$ cat config.mk
export PLATFORM = sky130hd
export DESIGN_NAME = fts_fuser_supervisor
export DESIGN_NICKNAME = d
export VERILOG_FILES = /design/src/fts_pkg.sv /design/src/fts_fuser_supervisor.sv
export SDC_FILE = /design/constraint.sdc
export NUM_CORES = 1
export LEC_CHECK = 0
export BUFFER_PORTS_ARGS = -buffer_cell sky130_fd_sc_hd__buf_2
export CAP_MARGIN = 20
export CELL_PAD_IN_SITES_DETAIL_PLACEMENT = 1
export CELL_PAD_IN_SITES_GLOBAL_PLACEMENT = 2
export CORE_MARGIN = 2
export CORE_UTILIZATION = 30
export CTS_BUF_LIST = sky130_fd_sc_hd__clkbuf_4 sky130_fd_sc_hd__clkbuf_8
export CTS_CLUSTER_DIAMETER = 150
export CTS_CLUSTER_SIZE = 10
export DETAILED_ROUTE_END_ITERATION = 8
export PLACE_DENSITY_LB_ADDON = 0.05
export SETUP_SLACK_MARGIN = 0.05
export SLEW_MARGIN = 20
export SYNTH_ARGS = -nofsm -noshare
export SYNTH_HDL_FRONTEND = slang
export SYNTH_SLANG_ARGS = --single-unit
$ cat constraint.sdc
create_clock -name clk_sys -period 2.3 [get_ports clk_sys]
set_input_delay 0 -clock clk_sys [delete_from_list [all_inputs] [get_ports clk_sys]]
set_output_delay 0 -clock clk_sys [all_outputs]
set_load 0.01 [all_outputs]
$ cat src/fts_pkg.sv
// constants and carrier types for the fuser temperature supervisor
package fts_pkg;
	localparam int          SAMPLE_W        = 8;
	// temperatures are adc codes, one code per degree C
	localparam logic [7:0]  SETPOINT_RST    = 8'h8c;   // 140 C fixing setpoint
	localparam logic [7:0]  HYST_RST        = 8'h02;   // on/off band half width
	localparam logic [7:0]  WARMUP_RST      = 8'h82;   // warm-up target, 130 C
	localparam logic [7:0]  OVERHEAT_RST    = 8'hc8;   // overheat threshold, 200 C
	localparam int          CLK_MHZ         = 50;
	localparam int          WARMUP_MS       = 60000;
	localparam int          HEATER_MAX_MS   = 90000;
	localparam longint      WARMUP_CYC      = longint'(WARMUP_MS) * 1000 * CLK_MHZ;
	localparam longint      HEATER_MAX_CYC  = longint'(HEATER_MAX_MS) * 1000 * CLK_MHZ;
	localparam int          TMR_W           = 33;

	// fault codes shown on the panel
	typedef enum logic [2:0] {
		FTS_CODE_NONE       = 3'h0,
		FTS_CODE_THERM_CUT  = 3'h1,
		FTS_CODE_WARMUP_TO  = 3'h2,
		FTS_CODE_HEATER_STK = 3'h3,
		FTS_CODE_OVERHEAT   = 3'h4
	} fts_code_e;

	typedef enum logic [2:0] {
		FTS_ST_WARMUP = 3'b001,
		FTS_ST_REGUL  = 3'b010,
		FTS_ST_FAULT  = 3'b100
	} fts_state_e;

	// latched fault flags
	typedef struct packed {
		logic thermCut;
		logic warmupTimeout;
		logic heaterStuck;
		logic overheat;
	} fts_fault_s;

	// whole module state
	typedef struct packed {
		fts_state_e          state;
		logic [SAMPLE_W-1:0] tempSync1;
		logic [SAMPLE_W-1:0] tempSync2;
		logic [1:0]          thermSync;
		logic [1:0]          cutSync;
		logic [TMR_W-1:0]    warmupCnt;
		logic [TMR_W-1:0]    heaterCnt;
		logic                heaterOn;
		logic                relayClosed;
		logic                engineRun;
		fts_fault_s          faults;
		fts_code_e           code;
	} fts_state_s;
endpackage

$ cat src/fts_fuser_supervisor.sv
// fuser heater regulation and safety supervision
module fts_fuser_supervisor
	import fts_pkg::*;
#(
	parameter longint      WARMUP_CYCLES  = WARMUP_CYC,
	parameter longint      HEATER_CYCLES  = HEATER_MAX_CYC,
	parameter logic [7:0]  SETPOINT       = SETPOINT_RST,
	parameter logic [7:0]  HYSTERESIS     = HYST_RST,
	parameter logic [7:0]  WARMUP_TARGET  = WARMUP_RST,
	parameter logic [7:0]  OVERHEAT_LEVEL = OVERHEAT_RST
) (
	// clock and reset
	input  wire logic                clk_sys,
	input  wire logic                resetn,
	// thermistor converter and comparators (asynchronous)
	input  wire logic [SAMPLE_W-1:0] tempSample,
	input  wire logic                thermistor_shutdown_flag,
	input  wire logic                overheat_relay_cut,
	// power stage
	output logic                     heater_drive_n,
	output logic                     safety_relay,
	// engine and panel
	output logic                     engineRun,
	output fts_code_e                faultCode,
	output fts_fault_s               faultFlags
);
	localparam logic [TMR_W-1:0] WARMUP_LIM = TMR_W'(WARMUP_CYCLES);
	localparam logic [TMR_W-1:0] HEATER_LIM = TMR_W'(HEATER_CYCLES);

	fts_state_s cur_ff;
	fts_state_s nxt_cur;

	logic [SAMPLE_W-1:0] temp;
	logic                therm;
	logic                cut;
	logic                overTemp;
	logic                anyFault;

	// synchronised views only; first stages are read by second stages alone
	// limitation: the converter code must hold for two clocks or more, since a code caught
	// mid-change passes the syncs unfiltered and could trip the overheat check for one sample
	assign temp  = cur_ff.tempSync2;
	assign therm = cur_ff.thermSync[1];
	assign cut   = cur_ff.cutSync[1];
	assign overTemp = (temp >= OVERHEAT_LEVEL);
	assign anyFault = therm || cut || overTemp || (cur_ff.state == FTS_ST_FAULT);

	// next state
	always_comb begin
		nxt_cur = cur_ff;
		nxt_cur.tempSync1    = tempSample;
		nxt_cur.tempSync2    = cur_ff.tempSync1;
		nxt_cur.thermSync    = {cur_ff.thermSync[0], thermistor_shutdown_flag};
		nxt_cur.cutSync      = {cur_ff.cutSync[0], overheat_relay_cut};
		// heater-on run length counter
		if (cur_ff.heaterOn) begin
			nxt_cur.heaterCnt = cur_ff.heaterCnt + TMR_W'(1);
		end else begin
			nxt_cur.heaterCnt = '0;
		end
		case (cur_ff.state)
			FTS_ST_WARMUP: begin
				nxt_cur.warmupCnt = cur_ff.warmupCnt + TMR_W'(1);
				nxt_cur.heaterOn  = 1'b1;
				if (temp >= WARMUP_TARGET) begin
					nxt_cur.state = FTS_ST_REGUL;
				end else if (cur_ff.warmupCnt >= WARMUP_LIM - TMR_W'(1)) begin
					nxt_cur.faults.warmupTimeout = 1'b1;
				end
			end
			FTS_ST_REGUL: begin
				// bang-bang with a small band to limit thyristor switching
				if (temp >= SETPOINT + HYSTERESIS) begin
					nxt_cur.heaterOn = 1'b0;
				end else if (temp < SETPOINT - HYSTERESIS) begin
					nxt_cur.heaterOn = 1'b1;
				end
			end
			FTS_ST_FAULT: begin
				nxt_cur.heaterOn = 1'b0;
			end
			default: begin
				nxt_cur.state = FTS_ST_FAULT;
			end
		endcase
		if (cur_ff.heaterOn && cur_ff.heaterCnt >= HEATER_LIM - TMR_W'(1)) begin
			nxt_cur.faults.heaterStuck = 1'b1;
		end
		if (therm) begin
			nxt_cur.faults.thermCut = 1'b1;
		end
		if (cut) begin
			nxt_cur.faults.overheat = 1'b1;
		end
		// any latched fault: stop, heater off until reset; relay is left to the overheat/relay-cut logic below
		if (nxt_cur.faults != '0 || anyFault) begin
			nxt_cur.state     = FTS_ST_FAULT;
			nxt_cur.heaterOn  = 1'b0;
			nxt_cur.engineRun = 1'b0;
		end else begin
			nxt_cur.engineRun = (nxt_cur.state == FTS_ST_REGUL);
		end
		// relay opens on overheat or relay-cut and stays open
		nxt_cur.relayClosed = cur_ff.relayClosed && !overTemp && !cut;
		// first code to latch is kept; thermistor cut has top priority
		if (cur_ff.code == FTS_CODE_NONE) begin
			if (nxt_cur.faults.thermCut) begin
				nxt_cur.code = FTS_CODE_THERM_CUT;
			end else if (nxt_cur.faults.overheat) begin
				nxt_cur.code = FTS_CODE_OVERHEAT;
			end else if (nxt_cur.faults.heaterStuck) begin
				nxt_cur.code = FTS_CODE_HEATER_STK;
			end else if (nxt_cur.faults.warmupTimeout) begin
				nxt_cur.code = FTS_CODE_WARMUP_TO;
			end
		end
	end

	// state register; relay starts closed so warm-up can heat
	always_ff @(posedge clk_sys or negedge resetn) begin
		if (!resetn) begin
			cur_ff             <= '0;
			cur_ff.state       <= FTS_ST_WARMUP;
			cur_ff.relayClosed <= 1'b1;
			cur_ff.code        <= FTS_CODE_NONE;
		end else begin
			cur_ff <= nxt_cur;
		end
	end

	// outputs straight from the state flops
	assign heater_drive_n = !cur_ff.heaterOn;
	assign safety_relay   = cur_ff.relayClosed;
	assign engineRun      = cur_ff.engineRun;
	assign faultCode      = cur_ff.code;
	assign faultFlags     = cur_ff.faults;

	// checks
	property p_relay_cut;
		@(posedge clk_sys) disable iff (!resetn)
		cur_ff.cutSync[1] |=> !safety_relay;
	endproperty
	a_relay_cut: assert property (p_relay_cut) else $error("relay not opened on cut");

	property p_overheat_relay;
		@(posedge clk_sys) disable iff (!resetn)
		(cur_ff.tempSync2 >= OVERHEAT_LEVEL) |=> (!safety_relay && !engineRun);
	endproperty
	a_overheat_relay: assert property (p_overheat_relay) else $error("overheat not handled");

	property p_therm_code;
		@(posedge clk_sys) disable iff (!resetn)
		$rose(thermistor_shutdown_flag) && faultCode == FTS_CODE_NONE
			|-> ##3 (faultCode == FTS_CODE_THERM_CUT && !engineRun);
	endproperty
	a_therm_code: assert property (p_therm_code) else $error("thermistor cut code missing");

	property p_cut_code;
		@(posedge clk_sys) disable iff (!resetn)
		cut && !cur_ff.faults.thermCut && !therm && faultCode == FTS_CODE_NONE
			|=> faultCode == FTS_CODE_OVERHEAT;
	endproperty
	a_cut_code: assert property (p_cut_code) else $error("overheat code missing");

	property p_fault_latch;
		@(posedge clk_sys) disable iff (!resetn)
		faultCode != FTS_CODE_NONE |=> ($stable(faultCode) && heater_drive_n);
	endproperty
	a_fault_latch: assert property (p_fault_latch) else $error("fault not latched");

	property p_heater_stuck;
		@(posedge clk_sys) disable iff (!resetn)
		(!heater_drive_n && cur_ff.heaterCnt == HEATER_LIM - TMR_W'(1)) |=> faultFlags.heaterStuck;
	endproperty
	a_heater_stuck: assert property (p_heater_stuck) else $error("stuck heater missed");

	property p_warmup_to;
		@(posedge clk_sys) disable iff (!resetn)
		(cur_ff.state == FTS_ST_WARMUP && cur_ff.warmupCnt == WARMUP_LIM - TMR_W'(1)
			&& cur_ff.tempSync2 < WARMUP_TARGET) |=> (faultCode != FTS_CODE_NONE);
	endproperty
	a_warmup_to: assert property (p_warmup_to) else $error("warm-up timeout missed");

	property p_regulate_off;
		@(posedge clk_sys) disable iff (!resetn)
		(cur_ff.state == FTS_ST_REGUL && temp >= SETPOINT + HYSTERESIS) |=> heater_drive_n;
	endproperty
	a_regulate_off: assert property (p_regulate_off) else $error("heater on above setpoint");

	property p_regulate_on;
		@(posedge clk_sys) disable iff (!resetn)
		(cur_ff.state == FTS_ST_REGUL && temp < SETPOINT - HYSTERESIS && !anyFault
			&& cur_ff.heaterCnt < HEATER_LIM - TMR_W'(1)) |=> !heater_drive_n;
	endproperty
	a_regulate_on: assert property (p_regulate_on) else $error("heater off below setpoint");

	// relay never recloses once opened; only reset closes it again
	property p_relay_latch;
		@(posedge clk_sys) disable iff (!resetn)
		!safety_relay |=> !safety_relay;
	endproperty
	a_relay_latch: assert property (p_relay_latch) else $error("relay reclosed");

	// engine may print only with relay closed and no code latched
	property p_run_clean;
		@(posedge clk_sys) disable iff (!resetn)
		engineRun |-> (faultCode == FTS_CODE_NONE && safety_relay);
	endproperty
	a_run_clean: assert property (p_run_clean) else $error("engine running with fault");

	// any latched flag keeps heater and engine off in the same cycle
	property p_fault_off;
		@(posedge clk_sys) disable iff (!resetn)
		(faultFlags != '0) |-> (heater_drive_n && !engineRun);
	endproperty
	a_fault_off: assert property (p_fault_off) else $error("heater or engine on with fault");
endmodule

* Word level (Yosys, flattened, before mapping) *
Cells that the tools add are included.

storage, ports and cells
  flip-flop bits (word level) = 99
  input bits = 12
  output and inout port bits = 10

cells by class
  $add $sub $neg = 2
  magnitude comparators = 6
  equal/unequal tests = 5
  mux-type cells = 19
  reductions and logical operators = 16

operators by type and width
  cell                     count
  $add A33 B1 Y33 const B  2
  $ge A33 B32 Y1 const B   1
  $ge A33 B33 Y1 const B   1
  $mux W33                 1
  $ge A8 B8 Y1 const B     3
  $mux W3                  6
  $mux W1                  10
  $lt A8 B8 Y1 const B     1
  $reduce_bool A4 Y1       2
  $eq A3 B2 Y1 const B     2
  $pmux W3 S2              1
  $logic_or A1 B1 Y1       4
  $ne A4 B4 Y1 const B     1
  $reduce_and A2 Y1        2
  $eq A3 B1 Y1 const B     1
  $eq A3 B3 Y1 const B     1
  $logic_and A1 B1 Y1      3
  $logic_not A1 Y1         3
  $logic_not A3 Y1         1
  $pmux W1 S3              1
  $reduce_or A2 Y1         1

* Longest topological paths before layout *
  depth in word-level cells = 8
  gate-level depth with buffers = 7
  depth with buffers taken out = 7

* Least setup slack after synthesis *
No wires, ideal clock.

  kind = reg-to-reg
  from = reg cur_ff[24] (netlist name)
  to = reg cur_ff (netlist bit faultCode[0])
  library setup time = 0.126 ns
  arrival time = 1.857 ns
  data required time = 2.174 ns
  path slack = 0.317 ns
  stages on the path, launching flop included = 7
  buffers on the path = 0
  period minus slack after synthesis = 1.983 ns
  cell sequence = dfrtp_1 or4_1 o22a_1 a211o_1 nand3_2 nand2_2 a221o_1

RTL lines
  what                    RTL line                     RTL
  start, declared         fts_fuser_supervisor.sv:30   fts_state_s cur_ff;
  start signal, assigned  fts_fuser_supervisor.sv:127  cur_ff <= nxt_cur;

==> results.py <==
metrics = {
    "layout": {
        "syn_to_final_growth_pct": 17.0,
        "antennaDiodeCount": 0,
        "fin_cells": 643,
        "fin_nets": 468,
        "fill_cells": 1615,
        "multi_input_area_um2": 1910,
        "drive_above_1_share": 0.172,
        "final_cell_mix": "94 x dfrtp_1, 50 x nor2_1, 32 x xnor2_1",
        "final-seq-area_um2": 2430,
        "final_core_util": 0.357,
        "final_common_cell": "dfrtp_1",
    },
    "routing": {
        "routed_wl_um": 9980,
        "vias": 3082,
        "drc": 0,
        "drt_iter0_drc": 78,
        "wl_per_cell_um": 15.5,
        "viasPerCell": 4.79,
        "ant_nets": 0,
        "drtPass1Iterations": 4,
    },
    "setup_path": {
        "worst-path-max-fanout": 5,
        "crit_end": "faultCode[0]$_DFFE_PN0P_",
        "worstPathRequired_ns": 2.57,
        "arrival_ns": 2.43,
        "setup.worst_path.start": "cur_ff[32]$_DFF_PN0_",
        "crit_type": "flop to flop",
        "reg2reg_from": "cur_ff[32]$_DFF_PN0_",
        "r2r_setup_slack_ns": 0.13,
        "startpoint_type": "flop",
        "end_kind": "flop",
        "worst_r2r_endpoint": "faultCode[0]$_DFFE_PN0P_",
        "r2r_cells": 6,
    },
    "placement": {
        "place_hpwl_um": 6980,
        "place_congestion": 0.718,
        "port_buffers": 20,
        "dpl.cell_count": 612,
    },
    "flow_run": {
        "cap_violations": 0,
    },
    "timing": {
        "tns_ns": 0,
        "hold_violations": 0,
        "fmax_mhz": 461,
        "period_needed_ns": 2.17,
        "skew_ns": 0.0116,
        "finalMaxSlewViolations": 0,
        "rsz0062_at_grt": "yes",
        "tightest_slew_ns": 0.722,
        "setup_viol": 0,
        "slew_headroom": 0.519,
        "period_share": 0.943,
    },
    "yosys": {
        "ys_warn_count": 0,
        "synth_seq_cells": 97,
        "synth-edff-count": 0,
        "async_flop_share": 1.00,
        "yosys.cell_types.count": 62,
        "synthCells": 404,
        "syn_avg_cell_area_um2": 10.9,
        "yosysSeqAreaShare": 0.550,
        "syn-cell-area_um2": 4420,
        "ys.flop_type": "dfrtp_1",
        "synth_fp_nets": 418,
    },
    "floorplanning": {
        "die_w_um": 125,
        "die-area_um2": 15700,
        "die_y_um": 125,
        "rows": 44,
        "io_pins": 22,
        "core-area_um2": 14500,
        "start_util": 0.305,
    },
    "clock_network": {
        "cts_root_buffer": "clkbuf_8",
        "clk_path_buf_depth": 2,
        "cts.sinks": 97,
        "worst_skew_pair.late_latency_ns": 0.38,
        "cts_tree": "built",
        "cts-htree-levels": 3,
        "cts.clk_slew.worst_paths_ns": 0.11,
        "cts_inserted_buffers": 9,
    },
    "worst_hold_path": {
        "min_path_type": "input pin to asynchronous set/reset pin",
    },
    "grt": {
        "grt_usage": 0.138,
        "grt_antenna_before_repair": 0,
        "grt_pass1_vias": 3389,
        "grt_overflow_total": 0,
        "grt_pass1_wl_um": 17300,
        "grt_max_degree": 56,
    },
    "power": {
        "power.density_nw_per_um2": 576,
        "peakVddDrop_mv": 0.231,
        "leakage_nw": 2.26,
    },
    "status": {
        "status": "completed",
    },
}
==> worst max-delay path, cell delays in order (launching register included) <==
cell and delay, ns:
dfrtp_2 0.45, or3_1 0.41, or3_1 0.37, a211o_1 0.26, nand3_2 0.14, nand2_2 0.10, a221o_1 0.32
==> kinds of logic after synthesis <==
group | share of synthesized area
flip-flops | 0.550
buffers and inverters | 0.0241
multiplexers | 0.00255
XOR/XNOR | 0.121
AND/OR/NAND/NOR | 0.238
adder cells (fa/ha/maj) | 0.00566
AO/OA/AOI/OAI | 0.0592
==> per-layer routing <==
metal  GRT usage  up-vias  routed length [um]
met2       0.223       22                4670
met4      0.0588        0                 191
met5           0        -                   0
met1       0.182     1547                4960
li1            -     1501                   -
met3      0.0235       12                 158
==> report_power, final <==
| part | internal (mW) | total (mW) | switching [mW] |
|---|---|---|---|
| clock network | 0.531 | 1.18 | 0.649 |
| logic | 0.0258 | 0.0686 | 0.0428 |
| registers | 1.72 | 1.73 | 0.00849 |
| total | 2.28 | 2.98 | 0.700 |
==> worst min-delay path by stage <==
stage / from / end / slack (ns) / cells past startpoint
2_1_floorplan: resetn / cur_ff[10]$_DFF_PN0_ / -0.30 / 0
3_3_place_gp: resetn / cur_ff[17]$_DFF_PN0_ / 0.11 / 1
3_5_place_dp: tempSample[7] / cur_ff[95]$_DFF_PN0_ / 0.11 / 1
4_1_cts: tempSample[5] / cur_ff[93]$_DFF_PN0_ / 0.22 / 2
5_1_grt: overheat_relay_cut / cur_ff[76]$_DFF_PN0_ / 0.24 / 2
6_report: resetn / cur_ff[16]$_DFF_PN0_ / 0.24 / 2
==> stage by stage <==
stage | area [um^2] | total power [mW] | hold WS, ns | setup WS (ns)
6_report | 5170 | 2.98 | 0.240 | 0.132
3_5_place_dp | 4800 | 1.82 | 0.110 | 0.123
3_3_place_gp | 4800 | 1.82 | 0.108 | 0.149
5_1_grt | 5170 | 3.13 | 0.238 | 0.0278
2_1_floorplan | 4420 | 1.77 | -0.296 | 0.317
4_1_cts | 5110 | 3.06 | 0.218 | 0.0741
==> cell type report <==
cell class,count,share of cell area
clock buffers,10,0.0254
clock inverters,6,0.0145
inverters,8,0.00581
multi-input cells,286,0.368
flip-flops and latches,97,0.470
well taps,184,0.0445
repair buffers,52,0.0711
==> flip-flops by register name (all words and copies together), names as in the netlist <==
name / flops
cur_ff: 81
engineRun: 1
faultCode: 3
faultFlags: 4
safety_relay: 1
temp: 7
==> synth_stat cells (3+ instances only) <==
library cell | instances | area share
and3_1 | 9 | 0.013
nor4_1 | 3 | 0.0042
xnor2_1 | 32 | 0.063
or3_1 | 8 | 0.011
nor3_1 | 9 | 0.010
nand3_1 | 27 | 0.031
clkbuf_1 | 5 | 0.0042
nand2_1 | 26 | 0.022
nand4_1 | 15 | 0.021
nor2_1 | 50 | 0.042
inv_1 | 7 | 0.0059
and4_1 | 4 | 0.0079
nand2b_1 | 6 | 0.0085
buf_4 | 7 | 0.012
and2_1 | 4 | 0.0057
o211ai_1 | 3 | 0.0051
xor2_1 | 29 | 0.057
o21ai_0 | 8 | 0.0091
a211oi_1 | 4 | 0.0068
dfrtp_1 | 95 | 0.54
==> timing repair <==
item                                   4_1_cts  5_1_grt
endpoints found under the hold margin       59        0
setup endpoints to repair                    0       10
resized for setup                            0        4
hold buffers                                10        0
buffers inserted                             0        5
No activity file was read; power rests on OpenSTA's default activity.
